--- config.mk ---
export PLATFORM = sky130hd
export DESIGN_NAME = idc_front_end
export DESIGN_NICKNAME = d
export VERILOG_FILES = /design/src/idc_pkg.sv /design/src/idc_front_end.sv
export SDC_FILE = /design/constraint.sdc
export NUM_CORES = 1
export LEC_CHECK = 0
export ABC_AREA = 1
export BUFFER_PORTS_ARGS = -buffer_cell sky130_fd_sc_hd__buf_2
export CAP_MARGIN = 30
export CORE_UTILIZATION = 48
export CTS_CLUSTER_DIAMETER = 40
export CTS_CLUSTER_SIZE = 30
export DETAILED_ROUTE_END_ITERATION = 10
export PLACE_DENSITY = 0.71
export SETUP_SLACK_MARGIN = 0.3
export SKIP_CTS_REPAIR_TIMING = 1
export SLEW_MARGIN = 20
export SYNTH_ARGS = -nofsm -noshare
export SYNTH_HDL_FRONTEND = slang
export SYNTH_SLANG_ARGS = --single-unit
--- constraint.sdc ---
create_clock -name i_clock -period 3.15 [get_ports i_clock]
set_input_delay 0.1575 -clock i_clock [delete_from_list [all_inputs] [get_ports i_clock]]
set_output_delay 0.1575 -clock i_clock [all_outputs]
set_load 0.01 [all_outputs]
--- src/idc_pkg.sv ---
// Constants and types shared by the image decode command front end.
package idc_pkg;
   // ********************************************
   // Header layout
   // ********************************************
   localparam int HDR_WORDS = 4;
   localparam logic [31:0] HDR_BYTES = 32'h0000_0010;
   localparam logic [31:0] MIN_LENGTH = 32'h0000_0011;
   localparam int COORD_W = 12;
   localparam int LO_WORD_LSB = 0;
   localparam int HI_WORD_LSB = 16;
   localparam int BASE_LSB = 7;
   localparam int BASE_W = 25;
   localparam int MODE_LSB = 14;
   localparam int SUB_LSB = 12;
   // ********************************************
   // Codes
   // ********************************************
   localparam logic [1:0] MODE_24BPP = 2'h2;
   localparam logic [1:0] MODE_16BPP = 2'h1;
   localparam logic [1:0] SUB_FIELD_420 = 2'h2;
   localparam logic [1:0] SUB_FIELD_422 = 2'h1;
   localparam logic [1:0] SUB_444 = 2'h0;
   localparam logic [1:0] SUB_422 = 2'h1;
   localparam logic [1:0] SUB_420 = 2'h2;
   localparam logic [3:0] ERR_NONE = 4'h0;
   localparam logic [3:0] ERR_LENGTH = 4'h1;
   localparam logic [3:0] ERR_SHORT = 4'h2;
   localparam logic [3:0] ERR_LONG = 4'h3;
   localparam logic [3:0] ERR_MODE = 4'h4;
   localparam logic [3:0] ERR_ZERO = 4'h5;
   localparam logic [3:0] ERR_BOUNDS = 4'h6;
   localparam logic [3:0] ERR_BIG = 4'h7;
   localparam logic [3:0] ERR_SMALL = 4'h8;
   localparam logic [3:0] ERR_PATH = 4'h9;
   // ********************************************
   // Bypass block layout in dwords
   // ********************************************
   localparam logic [6:0] LUMA_444_WORDS = 7'h10;
   localparam logic [6:0] LUMA_422_WORDS = 7'h20;
   localparam logic [6:0] LUMA_420_WORDS = 7'h40;
   localparam logic [6:0] CHROMA_WORDS = 7'h10;
   localparam logic [1:0] COMP_LUMA = 2'h0;
   localparam logic [1:0] COMP_CR = 2'h1;
   localparam logic [1:0] COMP_CB = 2'h2;
   // ********************************************
   // Reset values
   // ********************************************
   localparam logic [31:0] RST_WORD = 32'h0000_0000;
   typedef enum logic [2:0] {
      IDC_IDLE = 3'b000,
      IDC_HEADER = 3'b001,
      IDC_CHECK = 3'b010,
      IDC_FEED = 3'b011,
      IDC_DONE = 3'b100,
      IDC_ERROR = 3'b101
   } idc_state_e;
endpackage : idc_pkg

--- src/idc_front_end.sv ---
// FIFO and command front end of the image decode co-processor.
`timescale 1ns/10ps
`default_nettype none

module idc_fifo #(
   parameter int WIDTH = 32,
   parameter int DEPTH = 4
) (
   // Clock and reset
   input wire logic i_clock,
   input wire logic i_rstn,
   input wire logic i_flush,
   // Fill side
   input wire logic i_in_valid,
   output logic o_in_ready,
   input wire logic [WIDTH-1:0] i_in_data,
   // Drain side
   output logic o_out_valid,
   input wire logic i_out_ready,
   output logic [WIDTH-1:0] o_out_data
);
   localparam int AW = $clog2(DEPTH);
   logic [WIDTH-1:0] mem_reg [DEPTH];
   logic [AW-1:0] wr_reg;
   logic [AW-1:0] rd_reg;
   logic [AW:0] count_reg;
   wire push = i_in_valid && o_in_ready;
   wire pop = o_out_valid && i_out_ready;
   assign o_in_ready = (count_reg != (AW+1)'(DEPTH));
   assign o_out_valid = (count_reg != '0);
   assign o_out_data = mem_reg[rd_reg];
   always_ff @(posedge i_clock or negedge i_rstn) begin
      if (!i_rstn) begin
         wr_reg <= '0;
         rd_reg <= '0;
         count_reg <= '0;
      end else if (i_flush) begin
         wr_reg <= '0;
         rd_reg <= '0;
         count_reg <= '0;
      end else begin
         if (push) wr_reg <= (wr_reg == AW'(DEPTH-1)) ? '0 : wr_reg + 1'b1;
         if (pop) rd_reg <= (rd_reg == AW'(DEPTH-1)) ? '0 : rd_reg + 1'b1;
         count_reg <= count_reg + (AW+1)'(push) - (AW+1)'(pop);
      end
   end
   always_ff @(posedge i_clock) begin
      if (push) mem_reg[wr_reg] <= i_in_data;
   end
endmodule : idc_fifo

// How it works
// - Decode command length is sixteen header bytes plus compressed image bytes.
// - Bypass command length is sixteen header bytes plus raw block bytes.
// - X, Y, width, height come from low twelve bits of header words.
// - Frame base is header dword bits 31:7, in 128-byte units.
// - Colour mode 10 is 24 bpp, 01 is 16 bpp, others reserved.
// - Sub-sampling field 10 is 4:2:0, 01 is 4:2:2, 00 is 4:4:4.
// - Image is baseline marker segments plus up to three padding bytes.
// - Bypass 4:4:4 block is 64 luma, 64 Cr, 64 Cb bytes.
// - Bypass 4:2:2 block is 128 luma, 64 Cr, 64 Cb bytes.
// - Bypass 4:2:0 block is 256 luma, 64 Cr, 64 Cb bytes.
// - Only whole blocks arrive; surplus pixels are clipped downstream.
// - Rectangle beyond frame resolution gives error 6.
// - Zero width or height gives error 5.
// - Unsupported colour mode gives error 4.
// - Length below seventeen bytes gives error 1.
// - Data exhausted before drawing ends gives error 2.
// - Data left or FIFO not empty at drawing end gives error 3.
// - Image too big gives error 7, too small gives error 8.
// - Any error aborts, reports to parser, then waits for deselect.
// - Deselect before completion abandons the command and returns to idle.
// - Fetch requests stop once the command length has been read.
// - Header is parsed and checked before any image data moves.
// - Bypass data is routed past the entropy decoder.
// - In 16 bpp pixels lose low 3, 2, 3 bits of red, green, blue.
module idc_front_end
   import idc_pkg::*;
(
   // Clock and reset
   input wire logic i_clock,
   input wire logic i_rstn,
   // Command parser
   input wire logic i_select,
   input wire logic i_cmd_start,
   input wire logic i_cmd_bypass,
   input wire logic [31:0] i_cmd_length,
   output logic o_busy,
   output logic o_done,
   output logic o_error,
   output logic [3:0] o_error_code,
   // Fetch channel
   input wire logic i_fetch_valid,
   output logic o_fetch_ready,
   input wire logic [31:0] i_fetch_data,
   // Header parameters
   output logic o_hdr_valid,
   output logic [11:0] o_ul_x,
   output logic [11:0] o_ul_y,
   output logic [11:0] o_width,
   output logic [11:0] o_height,
   output logic [24:0] o_frame_base,
   output logic o_bpp24,
   output logic [11:0] o_hres,
   output logic [11:0] o_vres,
   output logic [1:0] o_subsamp,
   // Image data
   output logic o_img_valid,
   input wire logic i_img_ready,
   output logic [31:0] o_img_data,
   output logic o_img_bypass,
   output logic [1:0] o_img_comp,
   // Drawing status
   input wire logic i_draw_end,
   input wire logic i_img_big,
   input wire logic i_img_small,
   input wire logic i_path_error,
   // Pixel path
   input wire logic i_pix_valid,
   input wire logic [23:0] i_pix_rgb,
   output logic o_pix_valid,
   output logic [23:0] o_pix_data
);
   // ********************************************
   // Helpers
   // ********************************************
   function automatic logic [29:0] words_of(input logic [31:0] len);
      logic [32:0] sum;
      sum = {1'b0, len} + 33'd3;
      return sum[31:2];
   endfunction : words_of

   function automatic logic [23:0] pack565(input logic [23:0] rgb);
      return {8'h00, rgb[23:19], rgb[15:10], rgb[7:3]};
   endfunction : pack565

   idc_state_e state_reg, state_next;
   logic [29:0] fetch_left_reg;
   logic [29:0] feed_left_reg;
   logic [1:0] hdr_cnt_reg;
   logic [6:0] blk_cnt_reg;
   logic bypass_reg;
   logic [31:0] hdr_reg [HDR_WORDS];
   logic [3:0] code_reg, code_next;
   logic fifo_in_ready, fifo_valid;
   logic [31:0] fifo_data;

   // ********************************************
   // Header fields
   // ********************************************
   wire [1:0] mode_field = hdr_reg[3][LO_WORD_LSB+MODE_LSB +: 2];
   wire [1:0] sub_field = hdr_reg[3][HI_WORD_LSB+SUB_LSB +: 2];
   assign o_ul_x = hdr_reg[0][LO_WORD_LSB +: COORD_W];
   assign o_ul_y = hdr_reg[0][HI_WORD_LSB +: COORD_W];
   assign o_width = hdr_reg[1][LO_WORD_LSB +: COORD_W];
   assign o_height = hdr_reg[1][HI_WORD_LSB +: COORD_W];
   assign o_frame_base = hdr_reg[2][BASE_LSB +: BASE_W];
   assign o_hres = hdr_reg[3][LO_WORD_LSB +: COORD_W];
   assign o_vres = hdr_reg[3][HI_WORD_LSB +: COORD_W];
   assign o_bpp24 = (mode_field == MODE_24BPP);
   assign o_subsamp = (sub_field == SUB_FIELD_420) ? SUB_420 :
                      (sub_field == SUB_FIELD_422) ? SUB_422 : SUB_444;

   // ********************************************
   // Checks
   // ********************************************
   wire [12:0] x_end = {1'b0, o_ul_x} + {1'b0, o_width};
   wire [12:0] y_end = {1'b0, o_ul_y} + {1'b0, o_height};
   wire mode_bad = (mode_field != MODE_24BPP) && (mode_field != MODE_16BPP);
   wire size_bad = (o_width == '0) || (o_height == '0);
   wire bound_bad = (x_end > {1'b0, o_hres}) || (y_end > {1'b0, o_vres});
   wire len_bad = (i_cmd_length < MIN_LENGTH);
   wire [3:0] hdr_code = mode_bad ? ERR_MODE :
                         size_bad ? ERR_ZERO :
                         bound_bad ? ERR_BOUNDS : ERR_NONE;
   wire ran_out = (feed_left_reg == '0) && !fifo_valid && !i_draw_end;
   wire residue = (fetch_left_reg != '0) || fifo_valid;
   wire [3:0] feed_code = i_path_error ? ERR_PATH :
                          (i_draw_end && residue) ? ERR_LONG :
                          ran_out ? ERR_SHORT :
                          i_img_big ? ERR_BIG :
                          i_img_small ? ERR_SMALL : ERR_NONE;

   // ********************************************
   // Fetch side and FIFO
   // ********************************************
   wire fetching = (state_reg == IDC_HEADER) || (state_reg == IDC_CHECK) ||
                   (state_reg == IDC_FEED);
   assign o_fetch_ready = fetching && fifo_in_ready && (fetch_left_reg != '0);
   wire fetch_take = o_fetch_ready && i_fetch_valid;
   wire hdr_pop = (state_reg == IDC_HEADER) && fifo_valid;
   assign o_img_valid = (state_reg == IDC_FEED) && fifo_valid;
   wire feed_pop = o_img_valid && i_img_ready;
   wire flush = !fetching;
   assign o_img_data = fifo_data;
   assign o_img_bypass = bypass_reg;

   // Header words and image words share the one FIFO so ordering is preserved.
   idc_fifo #(.WIDTH(32), .DEPTH(4)) u_fifo (
      .i_clock(i_clock),
      .i_rstn(i_rstn),
      .i_flush(flush),
      .i_in_valid(i_fetch_valid && fetching && (fetch_left_reg != '0)),
      .o_in_ready(fifo_in_ready),
      .i_in_data(i_fetch_data),
      .o_out_valid(fifo_valid),
      .i_out_ready(hdr_pop || feed_pop),
      .o_out_data(fifo_data)
   );

   // ********************************************
   // Bypass block component tracking
   // ********************************************
   wire [6:0] luma_words = (o_subsamp == SUB_420) ? LUMA_420_WORDS :
                           (o_subsamp == SUB_422) ? LUMA_422_WORDS : LUMA_444_WORDS;
   wire [6:0] cb_start = luma_words + CHROMA_WORDS;
   wire [6:0] blk_last = cb_start + CHROMA_WORDS - 7'd1;
   assign o_img_comp = (blk_cnt_reg < luma_words) ? COMP_LUMA :
                       (blk_cnt_reg < cb_start) ? COMP_CR : COMP_CB;

   // ********************************************
   // Control
   // ********************************************
   always_comb begin
      state_next = state_reg;
      code_next = code_reg;
      case (state_reg)
         IDC_IDLE: begin
            if (i_select && i_cmd_start) begin
               if (len_bad) begin
                  state_next = IDC_ERROR;
                  code_next = ERR_LENGTH;
               end else begin
                  state_next = IDC_HEADER;
                  code_next = ERR_NONE;
               end
            end
         end
         IDC_HEADER: begin
            if (hdr_pop && (hdr_cnt_reg == 2'(HDR_WORDS-1))) state_next = IDC_CHECK;
         end
         IDC_CHECK: begin
            if (hdr_code != ERR_NONE) begin
               state_next = IDC_ERROR;
               code_next = hdr_code;
            end else begin
               state_next = IDC_FEED;
            end
         end
         IDC_FEED: begin
            if (feed_code != ERR_NONE) begin
               state_next = IDC_ERROR;
               code_next = feed_code;
            end else if (i_draw_end) begin
               state_next = IDC_DONE;
            end
         end
         IDC_DONE: state_next = IDC_DONE;
         IDC_ERROR: state_next = IDC_ERROR;
         default: state_next = IDC_IDLE;
      endcase
      if (!i_select) state_next = IDC_IDLE;
   end

   assign o_busy = (state_reg != IDC_IDLE);
   assign o_error_code = code_reg;
   assign o_hdr_valid = (state_reg == IDC_FEED) || (state_reg == IDC_DONE);

   always_ff @(posedge i_clock or negedge i_rstn) begin
      if (!i_rstn) begin
         state_reg <= IDC_IDLE;
         code_reg <= ERR_NONE;
         o_done <= 1'b0;
         o_error <= 1'b0;
      end else begin
         state_reg <= state_next;
         code_reg <= code_next;
         o_done <= (state_next == IDC_DONE) && (state_reg != IDC_DONE);
         o_error <= (state_next == IDC_ERROR) && (state_reg != IDC_ERROR);
      end
   end

   always_ff @(posedge i_clock or negedge i_rstn) begin
      if (!i_rstn) begin
         bypass_reg <= 1'b0;
         fetch_left_reg <= '0;
         feed_left_reg <= '0;
      end else if (state_reg == IDC_IDLE) begin
         bypass_reg <= i_cmd_bypass;
         fetch_left_reg <= words_of(i_cmd_length);
         feed_left_reg <= words_of(i_cmd_length - HDR_BYTES);
      end else begin
         if (fetch_take) fetch_left_reg <= fetch_left_reg - 30'd1;
         if (feed_pop) feed_left_reg <= feed_left_reg - 30'd1;
      end
   end

   always_ff @(posedge i_clock or negedge i_rstn) begin
      if (!i_rstn) begin
         hdr_cnt_reg <= '0;
         blk_cnt_reg <= '0;
         for (int i = 0; i < HDR_WORDS; i++) hdr_reg[i] <= RST_WORD;
      end else if (state_reg == IDC_IDLE) begin
         hdr_cnt_reg <= '0;
         blk_cnt_reg <= '0;
      end else begin
         if (hdr_pop) begin
            hdr_reg[hdr_cnt_reg] <= fifo_data;
            hdr_cnt_reg <= hdr_cnt_reg + 2'd1;
         end
         if (feed_pop) blk_cnt_reg <= (blk_cnt_reg == blk_last) ? '0 : blk_cnt_reg + 7'd1;
      end
   end

   // ********************************************
   // Pixel down-conversion
   // ********************************************
   always_ff @(posedge i_clock or negedge i_rstn) begin
      if (!i_rstn) begin
         o_pix_valid <= 1'b0;
         o_pix_data <= '0;
      end else begin
         o_pix_valid <= i_pix_valid;
         o_pix_data <= o_bpp24 ? i_pix_rgb : pack565(i_pix_rgb);
      end
   end
endmodule : idc_front_end

`default_nettype wire

==> metrics.csv <==
metric,value,unit
met2 GRT Util,39.4,%
Power Total,12.9,mW
FF-to-FF Start,o_width[3],
Reg-to-Reg End,o_error_code[0],
Flop pwr share,38.8,%
initial core utilization,49.2,%
minimum clock period,3040,ps
net switching power,3.59,mW
CP max stage cell,dfrtp_1,
vias in the first global route,15300,
dpl hpwl,38600,um
CP required,3680,ps
mapped cell area,0.0192,sq mm
top post-synthesis cells by area,"dfrtp_1 (28%), edfxtp_1 (20%), nand2_1 (9.3%), inv_1 (4.8%), ha_1 (4.8%)",
H-tree depth,2,
main flop type after synthesis,dfrtp_1,
pin count of the biggest net entering global routing,87,
Final Util,59.9,%
Fmax achieved,329,MHz
Detailed Route Iter0 Violations,1220,
critical path peak fanout,5,
die area,0.0408,sq mm
CP Buf/Inv Count,2,
setup ws final,115,ps
GP Congestion,0.934,
RSZ-0062 raised after global routing,yes,
clock root buffer,clkbuf_16,
dpl cells,2878,
die height,202,um
grt met3 use,5.53,%
post-route cell area,0.0234,sq mm
yosys warns,0,
Worst R2R Setup Slack,110,ps
DP Area,0.0205,sq mm
first-pass GRT wire length,82000,um
Mean Syn Cell Area,8.60,sq um
Worst path max stage delay,410,ps
ant diodes,0,
# port buffers,269,
Final Hold Vio Count,2,
Final ANT Viol Nets,0,
Clock transition at path regs,60,ps
final setup fails,0,
Worst-Skew Late Latency,600,ps
initial antenna violation count,1,
Clock Tree Buf Depth,3,
Setup TNS Final,0,ps
worst path cell trace,"ha_1, inv_1, nor3_2, a21oi_2, o21bai_1, a21oi_2, o21ai_2, xor2_1, ha_1, inv_1, nor2_1, nor3_1, nand2_1, nand2_2, nand4_1, nand2_2, nand2_1, o21ai_2",
fraction of layout cells with a size suffix above 1,21.4,%
Yosys top cell area share,27.7,%
crit path DAT,3560,ps
worst vdd ir,460,uV
critical hold path startpoint,i_cmd_length[31],
Hold Path End,feed_left_reg[29],
worst-case hold slack,-30.9,ps
Syn Nets,2406,
Clock Sinks,340,
"area leader, netlist",dfrtp_1,
"EDFF count, synth",128,
pwr dens,552,mW/mm^2
Max Clock Skew,26.8,ps
Die X,202,um
P_int,9.32,mW
worst hold path cell count,4,
Max Slew Vio Count,0,
grt ovf,0,
endpoint type of the worst setup path,flip-flop,
Tcrit/Tclk final,96.4,%
synthesized flop and latch total,340,
drt total wl,53700,um
max reg flops,128,
vias,16300,
DP Worst Slack,32.0,ps
Hold Path Class,in2reg,
core box area,0.0390,sq mm
io pins,270,
Setup crit start kind,flip-flop,
1st-pass router iterations,6,
gr busiest metal,met2,
"Async S/R FF share, synth",62.4,%
vias per std cell,5.35,
Leak,11.0,nW
Netlist cell types,62,
drc violations,0,
worst r2r path cells,18,
outcome,finished with violations,
Worst Max-Slew Pin Slew,902,ps
crit path kind,reg2reg,
CTS tree,done,
failing checks,negative hold slack,
row count,72,
P&R area growth vs syn,21.7,%
met1 GRT Util,35.3,%
Sw Ratio,27.8,%
sequential fraction of the synthesis area,47.7,%
synthesized instance count,2230,
fin cells,3052,
max_slew headroom,39.7,%
CP top delay family,simple AND/OR/NAND/NOR gates,
WP depth,18,
Max Cap Viol,0,
# nets final,2668,
total track usage,25.6,%
CTS Buf Count,53,
Logic pwr share,13.6,%
routed len/inst,17.6,um
Clock Power Share,47.6,%
[placed cells by master, fill, tap and decap left out, types with 14 or more instances in the layout]
master and n:
a21oi_1 93, a31oi_1 14, a32oi_1 23, buf_2 268, buf_4 25, clkbuf_16 54
dfrtp_1 210, dlygate4sd3_1 75, edfxtp_1 128, ha_1 68, inv_1 242, inv_2 19
nand2_1 470, nand2_2 21, nand3_1 87, nand4_1 31, nor2_1 185, nor2_2 15
nor2_4 19, nor3_1 39, nor4_1 16, o21ai_0 155, o21ai_1 38, xor2_1 47
[area by class of cell]
cell class                 instances  area (sq um)
clock buffer                      62          1400
clock inverter                    35           503
fill                            3322         15700
inverter                         264           995
multi-input combinational       1456          8210
sequential                       340          9150
tap                              518           648
timing repair buffer             377          2450
[tightest hold or removal path: cells and delay by family]
kind | cells | cell delay, ps
buf+inv | 1 | 110
compound gates | 1 | 60
simple gates | 2 | 180
[cells by family after synthesis]
| group | synth area share [%] |
|---|---|
| mux | 0.411 |
| simple gates | 21.8 |
| buf+inv | 10.7 |
| fa+ha+maj | 5.07 |
| xor+xnor | 2.60 |
| compound gates | 11.7 |
| flops | 47.7 |
[synthesized netlist by cell type, types with 7 or more instances]
library cell / instances
clkbuf_1: 33
o211ai_1: 12
nor2_4: 14
a21oi_1: 96
o22ai_1: 7
inv_2: 16
nor3_2: 9
nand3_1: 90
inv_1: 246
nand2_2: 16
dfrtp_1: 212
nor2_1: 192
buf_2: 29
o21ai_1: 39
nor2_2: 13
edfxtp_1: 128
o21ai_0: 157
nor4_1: 16
a31oi_1: 15
buf_4: 101
a32oi_1: 28
nand4_1: 31
xnor2_1: 10
nor3_1: 40
ha_1: 73
nand2_1: 476
xor2_1: 47
mux2_2: 7
[metal layers]
layer	routed length (um)	up-vias
li1	-	7873
met1	23800	7768
met2	24300	591
met3	3880	102
met4	1730	0
met5	0	-
[how the worst max path moves through the flow]
stage	slack (ps)	from	to
2_1_floorplan	20	fetch_left_reg[0]	u_fifo.mem_reg[0][0]
3_3_place_gp	130	o_ul_x[2]	o_done
3_5_place_dp	30	o_width[2]	o_error
4_1_cts	30	o_width[2]	o_error
5_1_grt	-130	o_ul_y[0]	o_error_code[3]
6_report	110	o_width[3]	o_error_code[0]
[power groups by stage]
stage | registers, mW | logic (mW) | clock network [mW]
detailed placement | 5.07 | 1.63 | 0
CTS | 5.00 | 1.64 | 6.24
floorplan | 5.04 | 1.15 | 0
global placement | 5.06 | 1.59 | 0
finish | 5.01 | 1.76 | 6.14
global route | 5.03 | 1.98 | 6.43
Note: power is estimated with default switching activity, not from simulation.
